### src/inc/cap_pkg.sv
// shared constants and carrier types for the channel autopositioner sequencer
`default_nettype none
package cap_pkg;
    localparam int unsigned ADDR_W        = 6;
    localparam int unsigned DATA_W        = 32;
    // register map (word index on the plain register port)
    localparam logic [5:0]  ADDR_PRESET0  = 6'h00;    // 33 preset words, channel*3+digit
    localparam logic [5:0]  ADDR_POSITION = 6'h21;
    localparam logic [5:0]  ADDR_STATUS   = 6'h22;
    // position field layout in the position word
    localparam int unsigned POS_CHAN_LSB  = 0;
    localparam int unsigned POS_TENS_LSB  = 4;
    localparam int unsigned POS_UNITS_LSB = 12;
    localparam int unsigned POS_TENTH_LSB = 16;
    // status word layout
    localparam int unsigned ST_FREQ_LSB   = 16;
    // counts
    localparam int unsigned CHANNELS      = 11;       // manual plus ten presets
    localparam int unsigned DIGITS        = 3;
    localparam int unsigned PRESETS       = 33;
    localparam int unsigned FREQ_COUNT    = 1750;
    localparam logic [3:0]  CHAN_LAST     = 4'hA;
    localparam logic [3:0]  SEL_REMOTE    = 4'hB;     // local selector set to remote
    localparam logic [3:0]  REMOTE_MIN    = 4'h1;
    localparam logic [3:0]  REMOTE_MAX    = 4'hA;
    localparam logic [3:0]  DIGIT_LAST    = 4'h9;
    localparam logic [5:0]  TENS_LAST     = 6'h23;    // 36 electrical positions
    localparam logic [5:0]  SEEKER_POINTS = 6'h0C;    // 12 points per seeker
    localparam logic [5:0]  PHASE1_END    = 6'h09;    // 270 degrees of seeker rotation
    localparam logic [5:0]  PHASE2_END    = 6'h12;    // next 270 degrees
    localparam logic [4:0]  TENS_FREQS    = 5'h12;    // 18 usable 10 mc settings
    localparam logic [11:0] FREQ_TOP_TENS = 12'h186;  // 390 in 1 mc units
    localparam logic [11:0] FREQ_MIN      = 12'h8CA;  // 225.0 mc in 0.1 mc units
    localparam logic [11:0] FREQ_MAX      = 12'hF9F;  // 399.9 mc in 0.1 mc units
    localparam logic [4:0]  PRESET_RESET  = 5'h00;

    typedef enum logic [1:0] {TRK_NORMAL, TRK_OFF, TRK_RUN} cap_track_type;

    typedef struct packed {
        logic chan;
        logic tens;
        logic units;
        logic tenths;
    } cap_drive_type;

    typedef struct packed {
        logic [3:0] chan;
        logic [5:0] tens;
        logic [3:0] units;
        logic [3:0] tenths;
    } cap_pos_type;
endpackage
`default_nettype wire

### src/core/cap_sequencer.sv
// channel autopositioner sequencer: channel seek, digit seek, motor and mute control
//
// Notes on behaviour
// - tunes one of 1750 frequencies between 225.0 and 399.9 mc
// - holds 33 preset digits: 11 channels of 10, 1.0 and 0.1 mc
// - local selector or remote input starts a cycle by presenting a channel
// - requested channel differing from channel seeker raises seek request and channel drive
// - seek request inhibits all three digit drives until channel positioning ends
// - motor runs exactly while any of the four drives is active
// - mute is asserted whenever the motor runs
// - channel positioner steps until seeker matches, then seek request and drive drop
// - after channel seek, each digit drive enables where seeker differs from preset
// - 1.0 and 0.1 mc positioners stop and lock when seeker matches preset
// - 10 mc positioner has 36 positions: 18 frequencies, 18 return travel
// - first 270 degrees: first seeker compares its 9 positions, second rejected
// - next 270 degrees: second seeker compares its 9 positions, first rejected
// - last 540 degrees: both seekers rejected, mechanism returns to 390 mc
// - each 10 mc seeker contacts exactly one of front or rear side
// - unused seeker points around phase boundaries never stop the seek
// - tracking selector NORMAL, OFF, RUN; RUN drives 10 mc positioner continuously
// - tracking selector in RUN or OFF keeps mute asserted
// - preset-driven 10 mc seek only in NORMAL
// - cycle complete when all four drives inactive; motor run then drops
//
// Design decisions made here: the register addresses and the strobed register port.
`default_nettype none
module cap_sequencer
    import cap_pkg::*;
(
    input  wire logic                     I_CLOCK,          // 25 MHz system clock
    input  wire logic                     I_RST_N,          // synchronous reset, active low
    input  wire logic [cap_pkg::ADDR_W-1:0] I_ADDR,         // register word address
    input  wire logic [cap_pkg::DATA_W-1:0] I_WDATA,        // register write data
    input  wire logic                     I_WR,             // write strobe
    input  wire logic                     I_RD,             // read strobe
    output var  logic [cap_pkg::DATA_W-1:0] O_RDATA,        // read data, cycle after I_RD
    input  wire logic [3:0]               I_LOCAL_SEL,      // local selector, 0..10 or remote
    input  wire logic [3:0]               I_REMOTE_CODE,    // remote selector code
    input  wire logic [1:0]               I_TRACK_MODE,     // tracking mode selector
    input  wire logic                     I_MOTOR_STEP,     // one pulse per mechanical step
    output var  logic                     O_CHANNEL_SEEK_REQUEST,   // channel seek request
    output var  cap_pkg::cap_drive_type   O_DRIVES,         // four positioner drives
    output var  logic                     O_MOTOR_RUN,      // positioner motor run
    output var  logic                     O_MUTE,           // receiver mute request
    output var  logic [3:0]               O_CHANNEL_ENERGIZE // channel energize / indicator
);
    import cap_pkg::*;

    ////////////////////////////////////////////////////////////////////////////////
    // decode helpers

    function automatic logic [3:0] seeker_point(input logic [5:0] pos);
        logic [5:0] p;
        p = pos;
        if (p >= SEEKER_POINTS) p = p - SEEKER_POINTS;
        if (p >= SEEKER_POINTS) p = p - SEEKER_POINTS;
        return p[3:0];
    endfunction

    // stop-wheel decision of a ten-position digit: open circuit when seeker meets preset
    function automatic logic digit_open(input logic [3:0] pos, input logic [4:0] want);
        return {1'b0, pos} == want;
    endfunction

    // open circuit of the 10 mc seeker pair under the phase blanker
    function automatic logic tens_open(input logic [5:0] pos, input logic [4:0] want);
        logic [3:0] pt;
        logic [4:0] want_b;
        logic       a_front;
        logic       b_front;
        pt      = seeker_point(pos);
        want_b  = (want >= 5'(SEEKER_POINTS)) ? want - 5'(SEEKER_POINTS) : want;
        // one blade side per point: rear is the complement, so a point is open on one side only
        a_front = (want < 5'(PHASE1_END)) && ({1'b0, pt} == want);
        b_front = (want >= 5'(PHASE1_END)) && (want < TENS_FREQS)
                  && ({1'b0, pt} == want_b);
        // points outside each seeker's 9 active ones never open, so the blanker's
        // switch-over moment is tolerant
        if (pos < PHASE1_END) return a_front;
        else if (pos < PHASE2_END) return b_front;
        else return 1'b0;
    endfunction

    ////////////////////////////////////////////////////////////////////////////////
    // state

    logic [4:0]     preset_ff [PRESETS];
    cap_pos_type    pos_ff;
    logic           pos_known_ff;
    logic [3:0]     req_chan_ff;
    logic           seek_ff;
    cap_drive_type  drive_ff;
    logic           motor_ff;
    logic           mute_ff;
    logic [3:0]     energize_ff;
    logic [DATA_W-1:0] rdata_ff;

    ////////////////////////////////////////////////////////////////////////////////
    // channel request and sequencing

    cap_track_type  track;
    logic [3:0]     nxt_req_chan;
    logic           remote_ok;
    logic           nxt_seek;
    logic [5:0]     pre_base;
    logic [4:0]     want_tens;
    logic [4:0]     want_units;
    logic [4:0]     want_tenths;
    cap_drive_type  nxt_drive;
    logic           nxt_motor;
    logic           nxt_mute;
    logic           run_ok;
    logic           step;
    cap_pos_type    nxt_pos;

    assign track        = cap_track_type'(I_TRACK_MODE);
    assign remote_ok    = (I_REMOTE_CODE >= REMOTE_MIN) && (I_REMOTE_CODE <= REMOTE_MAX);
    // an unusable remote code or selector value leaves the last request standing
    assign nxt_req_chan = (I_LOCAL_SEL == SEL_REMOTE) ? (remote_ok ? I_REMOTE_CODE
                                                                   : req_chan_ff)
                        : (I_LOCAL_SEL <= CHAN_LAST) ? I_LOCAL_SEL : req_chan_ff;
    assign nxt_seek     = pos_known_ff && (req_chan_ff != pos_ff.chan);

    assign pre_base     = 6'(pos_ff.chan * DIGITS);
    assign want_tens    = preset_ff[pre_base];
    assign want_units   = preset_ff[pre_base + 6'h01];
    assign want_tenths  = preset_ff[pre_base + 6'h02];

    // digit drives take over on the edge the seek request drops, so motor and
    // mute never show a false idle cycle between channel and digit positioning
    assign nxt_drive.chan   = nxt_seek;
    assign nxt_drive.units  = pos_known_ff && !nxt_seek
                              && !digit_open(pos_ff.units, want_units);
    assign nxt_drive.tenths = pos_known_ff && !nxt_seek
                              && !digit_open(pos_ff.tenths, want_tenths);
    assign nxt_drive.tens   = pos_known_ff && !nxt_seek
                              && ((track == TRK_RUN)
                                  || ((track == TRK_NORMAL)
                                      && !tens_open(pos_ff.tens, want_tens)));
    assign nxt_motor    = |nxt_drive;
    assign nxt_mute     = nxt_motor || (track == TRK_RUN) || (track == TRK_OFF);

    assign run_ok = motor_ff && I_MOTOR_STEP;
    assign step   = run_ok;

    always_comb begin
        nxt_pos = pos_ff;
        if (step && drive_ff.chan) begin
            nxt_pos.chan = (pos_ff.chan == CHAN_LAST) ? 4'h0 : pos_ff.chan + 4'h1;
        end
        if (step && drive_ff.tens) begin
            nxt_pos.tens = (pos_ff.tens == TENS_LAST) ? 6'h00 : pos_ff.tens + 6'h01;
        end
        if (step && drive_ff.units) begin
            nxt_pos.units = (pos_ff.units == DIGIT_LAST) ? 4'h0 : pos_ff.units + 4'h1;
        end
        if (step && drive_ff.tenths) begin
            nxt_pos.tenths = (pos_ff.tenths == DIGIT_LAST) ? 4'h0 : pos_ff.tenths + 4'h1;
        end
    end

    ////////////////////////////////////////////////////////////////////////////////
    // tuned frequency in 0.1 mc units

    logic [11:0] tens_mc;
    logic [11:0] freq;
    logic        freq_valid;

    assign tens_mc    = FREQ_TOP_TENS - 12'(pos_ff.tens * 10);
    assign freq       = 12'(tens_mc * 10) + 12'(pos_ff.units * 10) + 12'(pos_ff.tenths);
    assign freq_valid = (pos_ff.tens < 6'(TENS_FREQS)) && (freq >= FREQ_MIN)
                        && (freq <= FREQ_MAX);

    ////////////////////////////////////////////////////////////////////////////////
    // register port

    logic              wr_preset;
    logic              wr_pos;
    logic [DATA_W-1:0] rd_mux;
    cap_pos_type       wr_pos_val;

    assign wr_preset  = I_WR && (I_ADDR < 6'(PRESETS));
    assign wr_pos     = I_WR && (I_ADDR == ADDR_POSITION);
    assign wr_pos_val = '{chan:   I_WDATA[POS_CHAN_LSB +: 4],
                          tens:   I_WDATA[POS_TENS_LSB +: 6],
                          units:  I_WDATA[POS_UNITS_LSB +: 4],
                          tenths: I_WDATA[POS_TENTH_LSB +: 4]};
    assign rd_mux = (I_ADDR < 6'(PRESETS)) ? {27'h0, preset_ff[I_ADDR]}
                  : (I_ADDR == ADDR_POSITION) ? {12'h0, pos_ff.tenths, pos_ff.units,
                                                 2'h0, pos_ff.tens, pos_ff.chan}
                  : (I_ADDR == ADDR_STATUS) ? {4'h0, freq, 3'h0, freq_valid,
                                               pos_known_ff, req_chan_ff, mute_ff,
                                               motor_ff, drive_ff, seek_ff}
                  : 32'h0000_0000;

    ////////////////////////////////////////////////////////////////////////////////
    // flip-flops

    always_ff @(posedge I_CLOCK) begin
        if (!I_RST_N) begin
            for (int i = 0; i < PRESETS; i++) preset_ff[i] <= PRESET_RESET;
        end else if (wr_preset) begin
            preset_ff[I_ADDR] <= I_WDATA[4:0];
        end
    end

    // mechanical positions survive reset; only a position write makes them trusted
    always_ff @(posedge I_CLOCK) begin
        if (wr_pos) pos_ff <= wr_pos_val;
        else if (pos_known_ff) pos_ff <= nxt_pos;
    end

    always_ff @(posedge I_CLOCK) begin
        if (!I_RST_N) begin
            pos_known_ff <= 1'b0;
            req_chan_ff  <= 4'h0;
            seek_ff      <= 1'b0;
            drive_ff     <= '0;
            motor_ff     <= 1'b0;
            mute_ff      <= 1'b0;
            energize_ff  <= 4'h0;
            rdata_ff     <= 32'h0000_0000;
        end else begin
            pos_known_ff <= pos_known_ff || wr_pos;
            req_chan_ff  <= nxt_req_chan;
            seek_ff      <= nxt_seek;
            drive_ff     <= nxt_drive;
            motor_ff     <= nxt_motor;
            mute_ff      <= nxt_mute;
            energize_ff  <= pos_known_ff ? nxt_pos.chan : 4'h0;
            rdata_ff     <= I_RD ? rd_mux : 32'h0000_0000;
        end
    end

    assign O_RDATA                = rdata_ff;
    assign O_CHANNEL_SEEK_REQUEST = seek_ff;
    assign O_DRIVES               = drive_ff;
    assign O_MOTOR_RUN            = motor_ff;
    assign O_MUTE                 = mute_ff;
    assign O_CHANNEL_ENERGIZE     = energize_ff;

    ////////////////////////////////////////////////////////////////////////////////
    // assertions

    motor_any_drive_a: assert property (@(posedge I_CLOCK) disable iff (!I_RST_N)
        motor_ff == (|drive_ff)) else $error("motor run does not follow drives");
    mute_motor_a: assert property (@(posedge I_CLOCK) disable iff (!I_RST_N)
        motor_ff |-> mute_ff) else $error("motor runs without mute");
    seek_inhibit_a: assert property (@(posedge I_CLOCK) disable iff (!I_RST_N)
        seek_ff |-> !(drive_ff.tens || drive_ff.units || drive_ff.tenths))
        else $error("digit drive active during channel seek");
    seek_chan_a: assert property (@(posedge I_CLOCK) disable iff (!I_RST_N)
        seek_ff == drive_ff.chan) else $error("channel drive differs from seek");
    seek_release_a: assert property (@(posedge I_CLOCK) disable iff (!I_RST_N)
        (pos_known_ff && !wr_pos && req_chan_ff == pos_ff.chan) |=> !seek_ff)
        else $error("seek request held after match");
    track_mute_a: assert property (@(posedge I_CLOCK) disable iff (!I_RST_N)
        (I_TRACK_MODE == 2'(TRK_OFF) || I_TRACK_MODE == 2'(TRK_RUN)) |=> mute_ff)
        else $error("mute missing in tracking mode");
    track_run_a: assert property (@(posedge I_CLOCK) disable iff (!I_RST_N)
        (I_TRACK_MODE == 2'(TRK_RUN) && pos_known_ff && !nxt_seek && !seek_ff)
        |=> drive_ff.tens) else $error("10 mc drive idle in run mode");
    track_off_a: assert property (@(posedge I_CLOCK) disable iff (!I_RST_N)
        (I_TRACK_MODE == 2'(TRK_OFF)) |=> !drive_ff.tens)
        else $error("10 mc drive active outside normal");
    return_blank_a: assert property (@(posedge I_CLOCK) disable iff (!I_RST_N)
        (pos_ff.tens >= PHASE2_END && pos_known_ff && !seek_ff && !nxt_seek
         && I_TRACK_MODE == 2'(TRK_NORMAL)) |=> drive_ff.tens)
        else $error("10 mc seek stopped in return travel");
    step_hold_a: assert property (@(posedge I_CLOCK) disable iff (!I_RST_N)
        (pos_known_ff && !motor_ff && !wr_pos) |=> $stable(pos_ff))
        else $error("position moved with motor stopped");
    reset_quiet_a: assert property (@(posedge I_CLOCK)
        !I_RST_N |=> (!motor_ff && !mute_ff && drive_ff == '0))
        else $error("outputs active after reset");
endmodule
`default_nettype wire

### config.mk
export PLATFORM = sky130hd
export DESIGN_NAME = cap_sequencer
export DESIGN_NICKNAME = d
export VERILOG_FILES = /design/src/inc/cap_pkg.sv /design/src/core/cap_sequencer.sv
export SDC_FILE = /design/constraint.sdc
export NUM_CORES = 1
export LEC_CHECK = 0
export BUFFER_PORTS_ARGS = -buffer_cell sky130_fd_sc_hd__buf_2
export CAP_MARGIN = 30
export CORE_MARGIN = 3
export CORE_UTILIZATION = 35
export CTS_CLUSTER_DIAMETER = 80
export CTS_CLUSTER_SIZE = 16
export DETAILED_ROUTE_END_ITERATION = 8
export GPL_TIMING_DRIVEN = 1
export PLACE_DENSITY = 0.54
export SLEW_MARGIN = 10
export SYNTH_ARGS = -nofsm -noshare
export SYNTH_HDL_FRONTEND = slang
export SYNTH_SLANG_ARGS = --single-unit
### constraint.sdc
create_clock -name I_CLOCK -period 7.3 [get_ports I_CLOCK]
set_clock_uncertainty 0.05 [all_clocks]
set_input_delay 0.365 -clock I_CLOCK [delete_from_list [all_inputs] [get_ports I_CLOCK]]
set_output_delay 0.365 -clock I_CLOCK [all_outputs]
set_load 0.005 [all_outputs]
==> results.yml <==
setup_path:
  startpoint: "pos_ff[15]"
  worstSetupPathDepth: 13
  cp_slowest_stage_delay_ns: 0.66
  reg2reg_from: "pos_ff[15]"
  slowest_stage: "xnor3_1"
  cp_data_arrival_time_ns: 6.06
  crit-reg2reg-capture: "O_MUTE"
  path_buf_inv: 1
  worstPathCellList: "ha_1, fa_1, buf_4, ha_2, xnor3_1, mux4_2, mux2_2, o22ai_2, nor3_1, nor3_1, nand4_1, o41ai_2, a31oi_1"
  crit_type: "reg2reg"
  cp_top_family: "adder cells"
  endpoint: "O_MUTE"
  crit_fanout: 32
  r2r_slack_ns: 1.69
  startpoint_type: "register"
  rr_worst_depth: 13
  worstPathRequired_ns: 7.76
  cp_common_cell: "nor3_1"
  end_kind: "register"
route:
  firstDrtPassIters: 6
  avgRoutedWirePerCell_um: 26.7
  drc: 0
  vias_per_cell: 6.11
  vias: 18930
  drtIter0Drc: 2125
  ant_nets: 0
  wl_um: 82700
clocking:
  cts_tree: "done"
  clk_pin_slew_ns: 0.07
  root_buffer: "clkbuf_16"
  cts_buffer_depth: 3
  clk_latency_ns: 0.63
  ctsResizeCount: 0
  cts.sinks: 381
  cts.htree.levels: 1
  post_cts_buffers: 0
  cts_hold_buf: 12
  cts_buffers: 31
timing:
  max_clock_freq_ghz: 0.178
  slew_viol_final: 0
  period_minus_slack_ns: 5.61
  fin_crit_sh_pct: 76.8
  rsz0062_at_grt: "no"
  tightestPinTransition_ns: 1.11
  setup_viol: 0
  tns_ns: 0
  final_hold_viol_count: 0
  relSlewSlack_pct: 25.1
global_route:
  track_usage_pct: 21.5
  grt_remaining_overflow: 0
  grt_pass1_vias: 18385
  antenna_found_initial: 1
  grt_pass1_wl_um: 122000
  grt_max_degree: 126
job:
  cap_violations: 0
synth:
  ys_async_sr_fraction_pct: 0
  synth_edf_count: 338
  synth_warnings: 0
  yosys.area.top_type_share_pct: 39.8
  synth-seq-cells: 381
  yosysSeqAreaShare_pct: 43.2
  syn_area_um2: 25500
  ys_types: 80
  yosys.area.top_type: "edfxtp_1"
  synth_area_leaders: "edfxtp_1, mux4_2, dfxtp_1"
  synth_cells: 1987
  synth_ff_type: "edfxtp_1"
  avgSynthCellArea_um2: 12.8
power_and_ir_drop:
  total_power_mw: 4.92
  ir_drop_v: 0.000194
  power_density_nw_per_um2: 174
  p_leak_nw: 10.5
die:
  die_w_um: 276
  die_area_um2: 76100
  core_um2: 71900
  start_util_pct: 35.5
  io_pins: 96
  die_h_um: 276
  fp-row-count: 98
hold_path:
  hold_path.startpoint: "I_WDATA[14]"
  min_path_type: "in2reg"
finish:
  drive_gt1_share_pct: 21.0
  area_growth_syn_to_layout_pct: 10.5
  final_cell_mix: "edfxtp_1, mux4_2, nand2_1"
  nets: 2243
  fill_cells: 6905
  final_common_cell: "edfxtp_1"
status:
  status: "complete, no violations"
placement:
  hpwl_um: 55700
  place_congestion: 0.913
  port-buffer-count: 77
==> through the flow <==
step / area (µm²) / hold WS, ns / setup WS, ns / util, % / instances
final: 28200 / 0.0379 / 1.69 / 39.2 / 3098
after global routing: 28200 / 0.0462 / 1.51 / 39.2 / 3097
after CTS: 28200 / 0.0115 / 1.77 / 39.2 / 3097
after detailed placement: 27100 / 0.490 / 1.77 / 37.7 / 3034
after global placement: 27100 / 0.486 / 1.84 / 37.7 / 3030
after floorplan: 26100 / 0.414 / 2.27 / - / 2145
==> registers in the layout, indices dropped and copies added, names as in the netlist <==
signal	flops
preset_ff	320
O_RDATA	28
pos_ff	18
O_CHANNEL_ENERGIZE	4
O_DRIVES	4
req_chan_ff	4
O_MOTOR_RUN	1
O_MUTE	1
pos_known_ff	1
==> cell usage after synthesis, types with 18 or more instances <==
cell type and n:
a21oi_1 43, a22o_1 25, a22oi_1 104, a31oi_1 24, and2_1 63, and3_1 132
buf_2 24, buf_4 25, buf_6 25, clkbuf_1 101, dfxtp_1 43, edfxtp_1 338
ha_1 54, inv_1 32, mux2i_1 62, mux4_2 249, nand2_1 182, nand2b_1 18
nand3_1 36, nand4_1 35, nor2_1 82, nor3_1 24, o21ai_0 35, xnor2_1 35
==> layer usage <==
| metal | routed length [µm] | vias up | GRT usage (%) |
|---|---|---|---|
| met5 | 12 | - | 0 |
| met4 | 3400 | 2 | 7.53 |
| met3 | 8130 | 192 | 4.63 |
| met2 | 38400 | 1012 | 34.5 |
| met1 | 32800 | 9660 | 28.7 |
| li1 | - | 8064 | - |
==> worst register-to-register path, cell delays in order, from the launching register on <==
cell and delay, ns:
edfxtp_1 0.57, ha_1 0.36, fa_1 0.53, buf_4 0.51, ha_2 0.47, xnor3_1 0.66
mux4_2 0.65, mux2_2 0.33, o22ai_2 0.17, nor3_1 0.06, nor3_1 0.39, nand4_1 0.26
o41ai_2 0.35, a31oi_1 0.13
==> worst min-delay path by stage <==
stage,depth (start not counted),to
2_1_floorplan,0,preset_ff[33][0]
3_3_place_gp,1,O_RDATA[7]
3_5_place_dp,1,O_RDATA[7]
4_1_cts,3,pos_ff[6]
5_1_grt,3,pos_ff[6]
6_report,3,pos_ff[6]
==> final cells by class <==
cell class / count / area (µm²) / area share [%]
multi-input cells: 1550 / 14000 / 49.8
well taps: 950 / 1190 / 4.22
diodes: 1 / 2.50 / 0.00888
clock inverters: 12 / 92.6 / 0.329
clock buffers: 39 / 837 / 2.97
flip-flops and latches: 381 / 11000 / 39.1
repair buffers: 131 / 891 / 3.16
inverters: 34 / 128 / 0.453
==> report_power, final <==
group | switching [mW] | total [mW] | internal, mW
registers | 0.132 | 2.64 | 2.51
clock network | 0.822 | 1.64 | 0.815
logic | 0.361 | 0.641 | 0.281
total | 1.31 | 4.92 | 3.60
==> cell families (layout without fill, tap and decap cells) <==
group,count (synthesis),after routing,synth area share [%]
adder cells (fa/ha/maj),62,62,3.24
multiplexers,326,326,25.1
buffers and inverters,214,216,4.46
flip-flops,381,381,43.2
AO/OA/AOI/OAI,327,327,9.24
AND/OR/NAND/NOR,621,621,12.6
XOR/XNOR,55,55,2.19
other,1,160,0.0147
No activity file was read; power rests on OpenSTA's default activity.
